$ cat src/design/fpcs_pkg.sv
package fpcs_pkg;

    // register offsets, byte addresses on the 32-bit register port
    localparam logic [7:0]  FPCS_CTRL_A_OFS     = 8'h44;
    localparam logic [7:0]  FPCS_RATIO_OFS      = 8'h48;
    localparam logic [7:0]  FPCS_CTRL_B_OFS     = 8'h4c;
    localparam logic [7:0]  FPCS_STATE_OFS      = 8'h50;
    localparam logic [7:0]  FPCS_IRQ_STAT_OFS   = 8'h54;
    localparam logic [7:0]  FPCS_IRQ_MASK_OFS   = 8'h58;

    // field positions
    localparam int          FPCS_ENABLE_BIT     = 1;
    localparam int          FPCS_ON_REQ_BIT     = 7;
    localparam int          FPCS_FRAC_LSB       = 16;
    localparam int          FPCS_INT_LSB        = 0;
    localparam int          FPCS_DIV_LSB        = 16;
    localparam int          FPCS_BYPASS_BIT     = 12;
    localparam int          FPCS_LOCK_TIMEOUT_SELECT_LSB      = 8;
    localparam int          FPCS_REFSEL_LSB     = 4;
    localparam int          FPCS_WUF_BIT        = 3;
    localparam int          FPCS_LOW_POWER_LOOP_BIT       = 2;
    localparam int          FPCS_FILT_LSB       = 0;

    // values after reset
    localparam logic [7:0]  FPCS_CTRL_A_RST     = 8'h80;
    localparam logic [31:0] FPCS_RATIO_RST      = 32'h0000_0000;
    localparam logic [31:0] FPCS_CTRL_B_RST     = 32'h0000_0000;
    localparam logic [16:0] FPCS_MULT_RST       = 17'h00010;
    localparam logic [12:0] FPCS_RDIV_RST       = 13'h0002;

    // timing: clock period, time-out unit, start-up time, enable settle
    localparam int          FPCS_CLK_PERIOD_PS  = 5000;
    localparam int          FPCS_TO_UNIT_MS     = 1;
    localparam int          FPCS_MS_CYC         =
        FPCS_TO_UNIT_MS * 1000000000 / FPCS_CLK_PERIOD_PS;
    localparam int          FPCS_STARTUP_NS     = 500;
    localparam logic [7:0]  FPCS_STARTUP_CYC    =
        8'((FPCS_STARTUP_NS * 1000 + FPCS_CLK_PERIOD_PS - 1)
           / FPCS_CLK_PERIOD_PS);
    localparam logic [2:0]  FPCS_SETTLE_CYC     = 3'h4;
    localparam logic [1:0]  FPCS_TO_BASE        = 2'h2;

    typedef enum logic [1:0] {
        FPCS_REF_XTAL32 = 2'h0,
        FPCS_REF_XTAL   = 2'h1,
        FPCS_REF_GCLK   = 2'h2
    } fpcs_ref_e;

    typedef struct packed {
        logic [3:0]  frac;
        logic [11:0] mint;
    } fpcs_ratio_s;

    typedef struct packed {
        logic [10:0] div;
        logic        bypass;
        logic [2:0]  lock_timeout_select;
        logic [1:0]  refsel;
        logic        fast_wakeup;
        logic        low_power_loop;
        logic [1:0]  filt;
    } fpcs_ctrl_s;

    typedef struct packed {
        logic        on_req;
        logic        enable;
        fpcs_ratio_s ratio;
        fpcs_ctrl_s  ctrl;
        logic [2:0]  lk_s;
        logic [2:0]  rq_s;
        logic        lock;
        logic        req;
        logic        en_stat;
        logic [2:0]  settle_cnt;
        logic [7:0]  start_cnt;
        logic        start_done;
        logic        lock_seen;
        logic        clk_on;
        logic        div_on;
        logic [17:0] ms_cnt;
        logic [3:0]  ms_el;
        logic        to_done;
        logic [3:0]  irq_stat;
        logic [3:0]  irq_mask;
        logic        irq;
        logic [16:0] mult_x16;
        logic [12:0] ref_div;
        logic [31:0] rdata;
    } fpcs_state_s;

endpackage : fpcs_pkg

$ cat src/design/fpcs_top.sv
// The implementer's own choice: the strobed register port.
`timescale 1ns/1ps
`default_nettype none

module fpcs_top
    import fpcs_pkg::*;
#(
    parameter logic [17:0] MS_CYC = 18'(FPCS_MS_CYC)
) (
    // clock and reset
    input  wire logic        clk_sys_i,
    input  wire logic        rst_n_i,
    // register port
    input  wire logic [7:0]  reg_addr_i,
    input  wire logic [31:0] reg_wdata_i,
    input  wire logic        reg_wr_i,
    input  wire logic        reg_rd_i,
    output logic      [31:0] reg_rdata_o,
    // loop core
    input  wire logic        pll_lock_i,
    input  wire logic        clk_request_i,
    output logic             pll_run_o,
    output logic             output_clock_running_o,
    output logic             prescaler_en_o,
    output logic      [12:0] ref_div_o,
    output logic      [16:0] mult_x16_o,
    output logic      [3:0]  multiplier_fraction_o,
    output logic      [11:0] multiplier_integer_o,
    output logic      [1:0]  reference_select_o,
    output logic             low_power_loop_o,
    output logic      [1:0]  loop_filter_o,
    // interrupt
    output logic             irq_o
);

    fpcs_state_s r;
    fpcs_state_s n;
    logic        active_req;
    logic [3:0]  ev;
    logic [3:0]  to_target;

    ////////////////////////////////////////////////////////////////////////
    always_comb begin
        n          = r;
        n.rdata    = 32'h0000_0000;
        active_req = 1'b0;
        ev         = 4'h0;
        to_target  = {FPCS_TO_BASE, r.ctrl.lock_timeout_select[1:0]};

        // pins pass three flops; a change counts when the last two agree
        n.lk_s = {r.lk_s[1:0], pll_lock_i};
        n.rq_s = {r.rq_s[1:0], clk_request_i};
        if (r.lk_s[1] == r.lk_s[2]) begin
            n.lock = r.lk_s[2];
        end
        if (r.rq_s[1] == r.rq_s[2]) begin
            n.req = r.rq_s[2];
        end

        // register writes
        if (reg_wr_i) begin
            unique case (reg_addr_i)
                FPCS_CTRL_A_OFS: begin
                    n.enable = reg_wdata_i[FPCS_ENABLE_BIT];
                    n.on_req = reg_wdata_i[FPCS_ON_REQ_BIT];
                end
                FPCS_RATIO_OFS: begin
                    n.ratio.frac = reg_wdata_i[FPCS_FRAC_LSB +: 4];
                    n.ratio.mint = reg_wdata_i[FPCS_INT_LSB +: 12];
                end
                FPCS_CTRL_B_OFS: begin
                    n.ctrl.div    = reg_wdata_i[FPCS_DIV_LSB +: 11];
                    n.ctrl.bypass = reg_wdata_i[FPCS_BYPASS_BIT];
                    n.ctrl.lock_timeout_select  = reg_wdata_i[FPCS_LOCK_TIMEOUT_SELECT_LSB +: 3];
                    n.ctrl.refsel = reg_wdata_i[FPCS_REFSEL_LSB +: 2];
                    n.ctrl.fast_wakeup    = reg_wdata_i[FPCS_WUF_BIT];
                    n.ctrl.low_power_loop   = reg_wdata_i[FPCS_LOW_POWER_LOOP_BIT];
                    n.ctrl.filt   = reg_wdata_i[FPCS_FILT_LSB +: 2];
                end
                FPCS_IRQ_MASK_OFS: begin
                    n.irq_mask = reg_wdata_i[3:0];
                end
                default: begin
                end
            endcase
        end

        // on-demand gating of the run request
        active_req = r.enable && (!r.on_req || r.req);

        // real state follows the request after a settle delay
        if (active_req != r.en_stat) begin
            if (r.settle_cnt == FPCS_SETTLE_CYC - 3'h1) begin
                n.en_stat    = active_req;
                n.settle_cnt = 3'h0;
            end else begin
                n.settle_cnt = r.settle_cnt + 3'h1;
            end
        end else begin
            n.settle_cnt = 3'h0;
        end

        // start-up timer restarts on every enable
        if (!r.en_stat) begin
            n.start_cnt  = 8'h00;
            n.start_done = 1'b0;
            n.lock_seen  = 1'b0;
        end else begin
            if (!r.start_done) begin
                n.start_cnt = r.start_cnt + 8'h01;
                if (r.start_cnt == FPCS_STARTUP_CYC - 8'h01) begin
                    n.start_done = 1'b1;
                end
            end
            if (r.lock) begin
                n.lock_seen = 1'b1;
            end
        end

        // fast wake-up lets the clock out before the first lock
        // once lock was seen its loss gates the clock again
        // lock low gates the clock unless bypassed or fast wake-up has not yet seen lock
        n.clk_on = r.en_stat && r.start_done
                   && (r.ctrl.bypass || r.lock
                       || (r.ctrl.fast_wakeup && !r.lock_seen));

        // prescaler runs only for the main crystal reference
        n.div_on = r.en_stat && (r.ctrl.refsel == FPCS_REF_XTAL);

        // lock time-out; reserved codes behave as no time-out
        if (!r.en_stat || r.lock || !r.ctrl.lock_timeout_select[2]) begin
            n.ms_cnt  = 18'h00000;
            n.ms_el   = 4'h0;
            n.to_done = 1'b0;
        end else if (!r.to_done) begin
            if (r.ms_cnt == MS_CYC - 18'h00001) begin
                n.ms_cnt = 18'h00000;
                n.ms_el  = r.ms_el + 4'h1;
                if (r.ms_el + 4'h1 == to_target) begin
                    n.to_done = 1'b1;
                end
            end else begin
                n.ms_cnt = r.ms_cnt + 18'h00001;
            end
        end

        // multiplier in sixteenths: (int + 1) * 16 + frac
        n.mult_x16 = {13'({1'b0, r.ratio.mint} + 13'h0001), r.ratio.frac};
        // crystal divide ratio 2 * (div + 1)
        n.ref_div  = {12'({1'b0, r.ctrl.div} + 12'h001), 1'b0};

        // events: lock gained, lock lost, clock ready, time-out
        ev[0] = n.lock && !r.lock;
        ev[1] = !n.lock && r.lock;
        ev[2] = n.clk_on && !r.clk_on;
        ev[3] = n.to_done && !r.to_done;
        // a new event beats a write-one clear in the same cycle
        n.irq_stat = r.irq_stat | ev;
        if (reg_wr_i && reg_addr_i == FPCS_IRQ_STAT_OFS) begin
            n.irq_stat = (r.irq_stat & ~reg_wdata_i[3:0]) | ev;
        end
        n.irq = |(n.irq_stat & n.irq_mask);

        // register reads, data one cycle later; unmapped reads give zero
        if (reg_rd_i) begin
            unique case (reg_addr_i)
                FPCS_CTRL_A_OFS: begin
                    n.rdata[FPCS_ON_REQ_BIT] = r.on_req;
                    n.rdata[FPCS_ENABLE_BIT] = r.enable;
                end
                FPCS_RATIO_OFS: begin
                    n.rdata[FPCS_FRAC_LSB +: 4] = r.ratio.frac;
                    n.rdata[FPCS_INT_LSB +: 12] = r.ratio.mint;
                end
                FPCS_CTRL_B_OFS: begin
                    n.rdata[FPCS_DIV_LSB +: 11]   = r.ctrl.div;
                    n.rdata[FPCS_BYPASS_BIT]      = r.ctrl.bypass;
                    n.rdata[FPCS_LOCK_TIMEOUT_SELECT_LSB +: 3]  = r.ctrl.lock_timeout_select;
                    n.rdata[FPCS_REFSEL_LSB +: 2] = r.ctrl.refsel;
                    n.rdata[FPCS_WUF_BIT]         = r.ctrl.fast_wakeup;
                    n.rdata[FPCS_LOW_POWER_LOOP_BIT]        = r.ctrl.low_power_loop;
                    n.rdata[FPCS_FILT_LSB +: 2]   = r.ctrl.filt;
                end
                FPCS_STATE_OFS: begin
                    n.rdata[3:0] = {r.div_on, r.en_stat, r.clk_on, r.lock};
                end
                FPCS_IRQ_STAT_OFS: begin
                    n.rdata[3:0] = r.irq_stat;
                end
                FPCS_IRQ_MASK_OFS: begin
                    n.rdata[3:0] = r.irq_mask;
                end
                default: begin
                end
            endcase
        end
    end

    ////////////////////////////////////////////////////////////////////////
    always_ff @(posedge clk_sys_i) begin
        if (!rst_n_i) begin
            r        <= '0;
            r.on_req <= FPCS_CTRL_A_RST[FPCS_ON_REQ_BIT];
            r.enable <= FPCS_CTRL_A_RST[FPCS_ENABLE_BIT];
            r.ratio  <= fpcs_ratio_s'({FPCS_RATIO_RST[19:16],
                                       FPCS_RATIO_RST[11:0]});
            r.ctrl   <= fpcs_ctrl_s'({FPCS_CTRL_B_RST[26:16],
                                      FPCS_CTRL_B_RST[12],
                                      FPCS_CTRL_B_RST[10:8],
                                      FPCS_CTRL_B_RST[5:0]});
            r.mult_x16 <= FPCS_MULT_RST;
            r.ref_div  <= FPCS_RDIV_RST;
        end else begin
            r <= n;
        end
    end

    ////////////////////////////////////////////////////////////////////////
    assign reg_rdata_o            = r.rdata;
    assign pll_run_o              = r.en_stat;
    assign output_clock_running_o = r.clk_on;
    assign prescaler_en_o         = r.div_on;
    assign ref_div_o              = r.ref_div;
    assign mult_x16_o             = r.mult_x16;
    assign multiplier_fraction_o  = r.ratio.frac;
    assign multiplier_integer_o   = r.ratio.mint;
    assign reference_select_o     = r.ctrl.refsel;
    assign low_power_loop_o       = r.ctrl.low_power_loop;
    assign loop_filter_o          = r.ctrl.filt;
    assign irq_o                  = r.irq;
endmodule : fpcs_top

`default_nettype wire

$ cat config.mk
export PLATFORM = sky130hd
export DESIGN_NAME = fpcs_top
export DESIGN_NICKNAME = d
export VERILOG_FILES = /design/src/design/fpcs_pkg.sv /design/src/design/fpcs_top.sv
export SDC_FILE = /design/constraint.sdc
export NUM_CORES = 1
export LEC_CHECK = 0
export BUFFER_PORTS_ARGS = -buffer_cell sky130_fd_sc_hd__buf_4
export CAP_MARGIN = 10
export CORE_ASPECT_RATIO = 0.5
export CORE_MARGIN = 1.5
export CORE_UTILIZATION = 59
export CTS_CLUSTER_DIAMETER = 60
export CTS_CLUSTER_SIZE = 24
export DETAILED_ROUTE_END_ITERATION = 8
export GPL_ROUTABILITY_DRIVEN = 0
export PLACE_DENSITY = 0.94
export SETUP_SLACK_MARGIN = 0.15
export SYNTH_ARGS = -nofsm -noshare
export SYNTH_HDL_FRONTEND = slang
export SYNTH_SLANG_ARGS = --single-unit
$ cat constraint.sdc
create_clock -name clk_sys_i -period 3.4 [get_ports clk_sys_i]
set_input_delay 0.34 -clock clk_sys_i [delete_from_list [all_inputs] [get_ports clk_sys_i]]
set_output_delay 0.34 -clock clk_sys_i [all_outputs]
set_load 0.02 [all_outputs]
---- Word-level counts from Yosys, hierarchy flattened ----
Cells that the tools add are included.
storage, ports and cells
  register bits after elaboration ......... 157
  bits of input ports ..................... 46
  output and inout bits ................... 87
  word-level logic and storage cells ...... 116
operators by class
  $add $sub $neg .......................... 6
  eq/ne operators ......................... 14
  multiplexer cells ....................... 18
  bitwise gates (word level) .............. 8
  reductions and logical operators ........ 35
operators with widths
  cell                   number
  $eq 8x7->1 const B     7
  $add 18x1->18 const B  1
  $eq 18x18->1 const B   1
  $mux 18                1
  $reduce_and 2->1       7
  $add 12x1->13 const B  1
  $add 11x1->12 const B  1
  $mux 4                 3
  $logic_and 1x1->1      10
  $pmux 2 s5             1
  $mux 9                 1
  $add 8x1->8 const B    1
  $and 4x4->4            2
  $logic_not 1->1        8
  $or 4x4->4             2
  $pmux 4 s2             1
  $mux 1                 6
  $pmux 1 s6             1
  $pmux 3 s2             1
  $reduce_and 3->1       2
  $logic_or 1x1->1       5
  $pmux 1 s5             1
  $add 4x1->4 const B    1
  $eq 4x4->1             1
  12 further kinds       15

---- Logic depth before layout (Yosys ltp) ----
  word-level depth ........................ 11
  mapped depth ............................ 8

---- Worst setup path before layout ----
Ideal clock, no wire load.
  kind .................................... input to register
  start ................................... input port reg_addr_i[3]
  end ..................................... register r (netlist bit irq_o)
  arrival time ............................ 1702 ps
  data required time ...................... 3265 ps
  setup slack ............................. 1563 ps
  stages on the path ...................... 6
  path buffers ............................ 1
  cells stage by stage .................... buf_2 or4b_2 o31ai_1 a22oi_1 o21ai_0 o221ai_1
between the ends
  cells in the longest elaborated chain, start to end .. 5
ends and longest elaborated chain
  element                                      line                             RTL
  start, declared                              fpcs_top.sv:14                   input wire logic [7:0] reg_addr_i,
  $eq 8x7->1 (on tied branches)                fpcs_top.sv:62, fpcs_top.sv:159
  $mux 4 or $logic_and 1x1->1 (tied branches)  fpcs_top.sv:62, fpcs_top.sv:159
  $mux 4 (on tied branches)                    fpcs_top.sv:61, fpcs_top.sv:159
  $and 4x4->4 *                                fpcs_top.sv:162                  n.irq = |(n.irq_stat & n.irq_mask);
  $reduce_or 4->1 *                            fpcs_top.sv:162
  end signal, assigned                         fpcs_top.sv:214                  r <= n;
  end, declared                                fpcs_top.sv:36                   fpcs_state_s r;
Every way passes the cells marked *; elsewhere a longest branch is shown, timed or not.
A chain may end at the register's enable or synchronous reset.

---- Final worst setup path ----
  start ................................... register r[88] (netlist name)
  end ..................................... register r[81] (netlist name)
between the ends
  cells in the longest elaborated chain, start to end .. 2
ends and longest elaborated chain
  element       line             RTL
  $eq 18x18->1  fpcs_top.sv:136  if (r.ms_cnt == MS_CYC - 18'h00001) begin
  $mux 18       fpcs_top.sv:136
Every way passes these cells.

==> flow_results.xml <==
<?xml version="1.0" encoding="UTF-8"?>
<metrics>
  <group name="status">
    <metric name="outcome" unit="">complete, no violations</metric>
  </group>
  <group name="sta">
    <metric name="final_period_minus_worst_setup_slack" unit="ns">2.01</metric>
    <metric name="report.final.slew_viol_count" unit="">0</metric>
    <metric name="relSlewSlack" unit="%">46.7</metric>
    <metric name="setup_repair_after_global_routing_missed_its_margin" unit="">false</metric>
    <metric name="final_min_period_over_clock_period" unit="%">59.0</metric>
    <metric name="tns" unit="ns">0</metric>
    <metric name="worst_clock_skew" unit="ns">0.00714</metric>
    <metric name="finalHoldViolations" unit="">0</metric>
    <metric name="worstMarginPinSlew" unit="ns">0.788</metric>
    <metric name="whs" unit="ns">0.130</metric>
    <metric name="final-setup-viol-count" unit="">0</metric>
    <metric name="maxClockFrequency" unit="MHz">498</metric>
  </group>
  <group name="yosys">
    <metric name="syn_avg_cell_area" unit="um2">9.49</metric>
    <metric name="netlist-cell-type-count" unit="">57</metric>
    <metric name="synth.ff_latch_count" unit="">148</metric>
    <metric name="yosysTopAreaCellShare" unit="%">46.8</metric>
    <metric name="synth_top_cells_by_area" unit="">dfxtp_1, buf_4, mux2i_1</metric>
    <metric name="synth_flop_cell" unit="">dfxtp_1</metric>
    <metric name="syn-instance-count" unit="">667</metric>
    <metric name="synth_warnings" unit="">0</metric>
    <metric name="synth-edff-count" unit="">0</metric>
    <metric name="synthMostInstantiatedCell" unit="">dfxtp_1</metric>
    <metric name="postSynth.asyncResetShare" unit="%">0</metric>
    <metric name="synth_seq_area_share" unit="%">46.8</metric>
    <metric name="post_synthesis_cell_type_with_the_largest_combined_area" unit="">dfxtp_1</metric>
    <metric name="ys_top_cells_by_count" unit="">dfxtp_1, nor2_1, buf_4</metric>
    <metric name="synthesis.area" unit="mm2">0.00633</metric>
  </group>
  <group name="flow_run">
    <metric name="cap_viol_max_count" unit="">0</metric>
  </group>
  <group name="global_route">
    <metric name="grt_first_pass_wirelength" unit="mm">22.3</metric>
    <metric name="grt_overflow" unit="">0</metric>
    <metric name="vias_in_the_first_global_route" unit="">4556</metric>
    <metric name="groute.usage.overall" unit="%">25.2</metric>
    <metric name="grt_antenna_before_repair" unit="">0</metric>
    <metric name="grt_start_max_net_pins" unit="">36</metric>
  </group>
  <group name="power">
    <metric name="max-vdd-ir-drop" unit="uV">295</metric>
    <metric name="cell_internal_pwr" unit="mW">2.84</metric>
    <metric name="total_power" unit="mW">3.65</metric>
    <metric name="power_frac_seq" unit="%">47.7</metric>
    <metric name="power.leakage" unit="nW">3.28</metric>
    <metric name="clkPwrFrac" unit="%">49.7</metric>
    <metric name="p_per_area" unit="mW/mm2">500</metric>
    <metric name="net-switching-power" unit="mW">0.804</metric>
    <metric name="power.switching_fraction" unit="%">22.0</metric>
    <metric name="combinationalPowerShare" unit="%">2.6</metric>
  </group>
  <group name="die">
    <metric name="initial_cell_density_of_the_core" unit="%">61.4</metric>
    <metric name="fp-row-count" unit="">26</metric>
    <metric name="chipHeight" unit="um">76.3</metric>
    <metric name="die_x" unit="um">149</metric>
    <metric name="placeableCoreArea" unit="mm2">0.0103</metric>
    <metric name="dieArea" unit="mm2">0.0114</metric>
    <metric name="boundaryPins" unit="">133</metric>
  </group>
  <group name="route">
    <metric name="wirelength_per_cell" unit="um">16.2</metric>
    <metric name="detailroute.via_count" unit="">4739</metric>
    <metric name="routed_wl" unit="mm">14.0</metric>
    <metric name="ant_nets" unit="">0</metric>
    <metric name="first_pass_iters" unit="">7</metric>
    <metric name="post_drt_via_cell_ratio" unit="">5.50</metric>
    <metric name="initialDrtViolationCount" unit="">310</metric>
    <metric name="count_of_unresolved_drc_violations_after_routing" unit="">0</metric>
  </group>
  <group name="critical_path">
    <metric name="critical_path_required" unit="ns">3.69</metric>
    <metric name="critical_path.startpoint" unit="">r[88]</metric>
    <metric name="setup.worst_path.class" unit="">flop to flop</metric>
    <metric name="crit_arrival" unit="ns">2.30</metric>
    <metric name="start_kind" unit="">flop</metric>
    <metric name="timing.reg2reg.setup_slack" unit="ns">1.39</metric>
    <metric name="r2r_start" unit="">r[88]</metric>
    <metric name="crit_path_max_fanout" unit="">15</metric>
    <metric name="worst_setup_path_end_kind" unit="">flop</metric>
    <metric name="reg2reg_depth" unit="">5</metric>
  </group>
  <group name="clock_network">
    <metric name="cts_tree" unit="">yes</metric>
    <metric name="clk_pin_slew_worst_paths" unit="ns">0.06</metric>
    <metric name="cts_root_buf" unit="">clkbuf_16</metric>
    <metric name="cts-resized-gates" unit="">0</metric>
    <metric name="numClockSinks" unit="">148</metric>
    <metric name="clk_path_buf_depth" unit="">2</metric>
    <metric name="post_cts.repair.setup_buffers" unit="">0</metric>
    <metric name="ctsHtreeMaxLevel" unit="">4</metric>
    <metric name="clkLatencyLatePin" unit="ns">0.42</metric>
    <metric name="cts_buffers" unit="">17</metric>
    <metric name="cts_hold_buf" unit="">0</metric>
  </group>
  <group name="final_layout">
    <metric name="final_core_utilization" unit="%">70.7</metric>
    <metric name="instances_no_fill" unit="">861</metric>
    <metric name="layout-drive-gt1-share" unit="%">23.6</metric>
    <metric name="antenna-diode-count" unit="">0</metric>
    <metric name="design.final.nets" unit="">761</metric>
    <metric name="area_growth_synth_to_finish" unit="%">15.2</metric>
  </group>
  <group name="placement">
    <metric name="dpl.cell_count" unit="">829</metric>
    <metric name="detailedPlacementHpwl" unit="mm">9.19</metric>
    <metric name="port_buffers" unit="">115</metric>
  </group>
  <group name="hold_path">
    <metric name="worstHoldPathCells" unit="">2</metric>
    <metric name="min-delay-path-class" unit="">primary input to flop</metric>
    <metric name="hp-start" unit="">clk_request_i</metric>
  </group>
</metrics>
==> kinds of logic (layout without fill, tap and decap cells) <==
group	count (synthesis)	in the layout	share of synthesized area [%]
AOI/OAI and AO/OA	55	55	5.95
xor gates and xnor gates	47	47	6.50
adders and majority gates	7	7	1.38
buffers and inverters	118	164	12.0
DFF	148	148	46.8
muxes	47	47	7.57
other	1	9	0.0592
and+or+nand+nor	244	244	19.7
==> metal layers <==
layer | wire length [um] | vias to the layer above | global-route usage (%)
met2 | 6880 | 195 | 43.0
met3 | 928 | 50 | 6.17
met4 | 480 | 0 | 12.4
met1 | 5700 | 2244 | 29.6
li1 | - | 2250 | -
met5 | 0 | - | 0
==> cells in the final DEF (no fill, tap or decap), drive strengths merged, types with 3 or more instances in the layout <==
| master | instances |
|---|---|
| a21oi | 17 |
| a222oi | 3 |
| a22o | 9 |
| a22oi | 4 |
| a31oi | 3 |
| and2 | 23 |
| and3 | 17 |
| buf | 120 |
| clkbuf | 21 |
| clkinv | 5 |
| conb | 9 |
| dfxtp | 148 |
| ha | 7 |
| inv | 15 |
| mux2 | 7 |
| mux2i | 40 |
| nand2 | 32 |
| nand2b | 3 |
| nand3 | 24 |
| nand4 | 7 |
| nor2 | 101 |
| nor2b | 3 |
| nor3 | 4 |
| nor4 | 6 |
| o21ai | 8 |
| or3 | 5 |
| or4b | 3 |
| xnor2 | 18 |
| xor2 | 29 |
==> power by group through the flow <==
stage               Combinational, mW  Sequential [mW]  Clock (mW)
global route                    0.100             1.74        1.90
detailed placement             0.0907             1.78           0
floorplan                      0.0495             1.78           0
global placement               0.0893             1.78           0
finish                         0.0935             1.74        1.81
CTS                            0.0921             1.74        1.82
==> registers in the layout, indices dropped and copies added, names as in the netlist, 2 cells and up <==
name and flops:
r 66, reg_rdata_o 24, mult_x16_o 17, multiplier_integer_o 12
ref_div_o 12, multiplier_fraction_o 4, n 4, loop_filter_o 2
reference_select_o 2
==> layout make-up <==
cell class              count  area [um2]
clock buffers              21         470
well taps                 140         175
repair buffers            120         901
flip-flops and latches    148        2960
fillers                   690        3020
clock inverters            11         100
inverters                  12        45.0
multi-input cells         409        2640
==> per-stage QoR <==
step	setup WS [ns]	cell area [um2]
2_1_floorplan	1.56	6360
3_3_place_gp	1.13	6720
3_5_place_dp	1.12	6720
4_1_cts	1.39	7290
5_1_grt	1.27	7290
6_report	1.39	7290
==> critical path, cell delays in order (launching register included) <==
cell	delay, ns
dfxtp_1	0.35
or4_4	0.56
nor4_4	0.42
nand2_1	0.17
nand2b_2	0.28
nor2_1	0.10
==> worst paths after layout <==
kind                 end
setup reg to reg   r[81]
hold / removal    n[113]
hold reg to reg   r[106]
setup / recovery   r[81]
(Power assumes the default switching activity.)
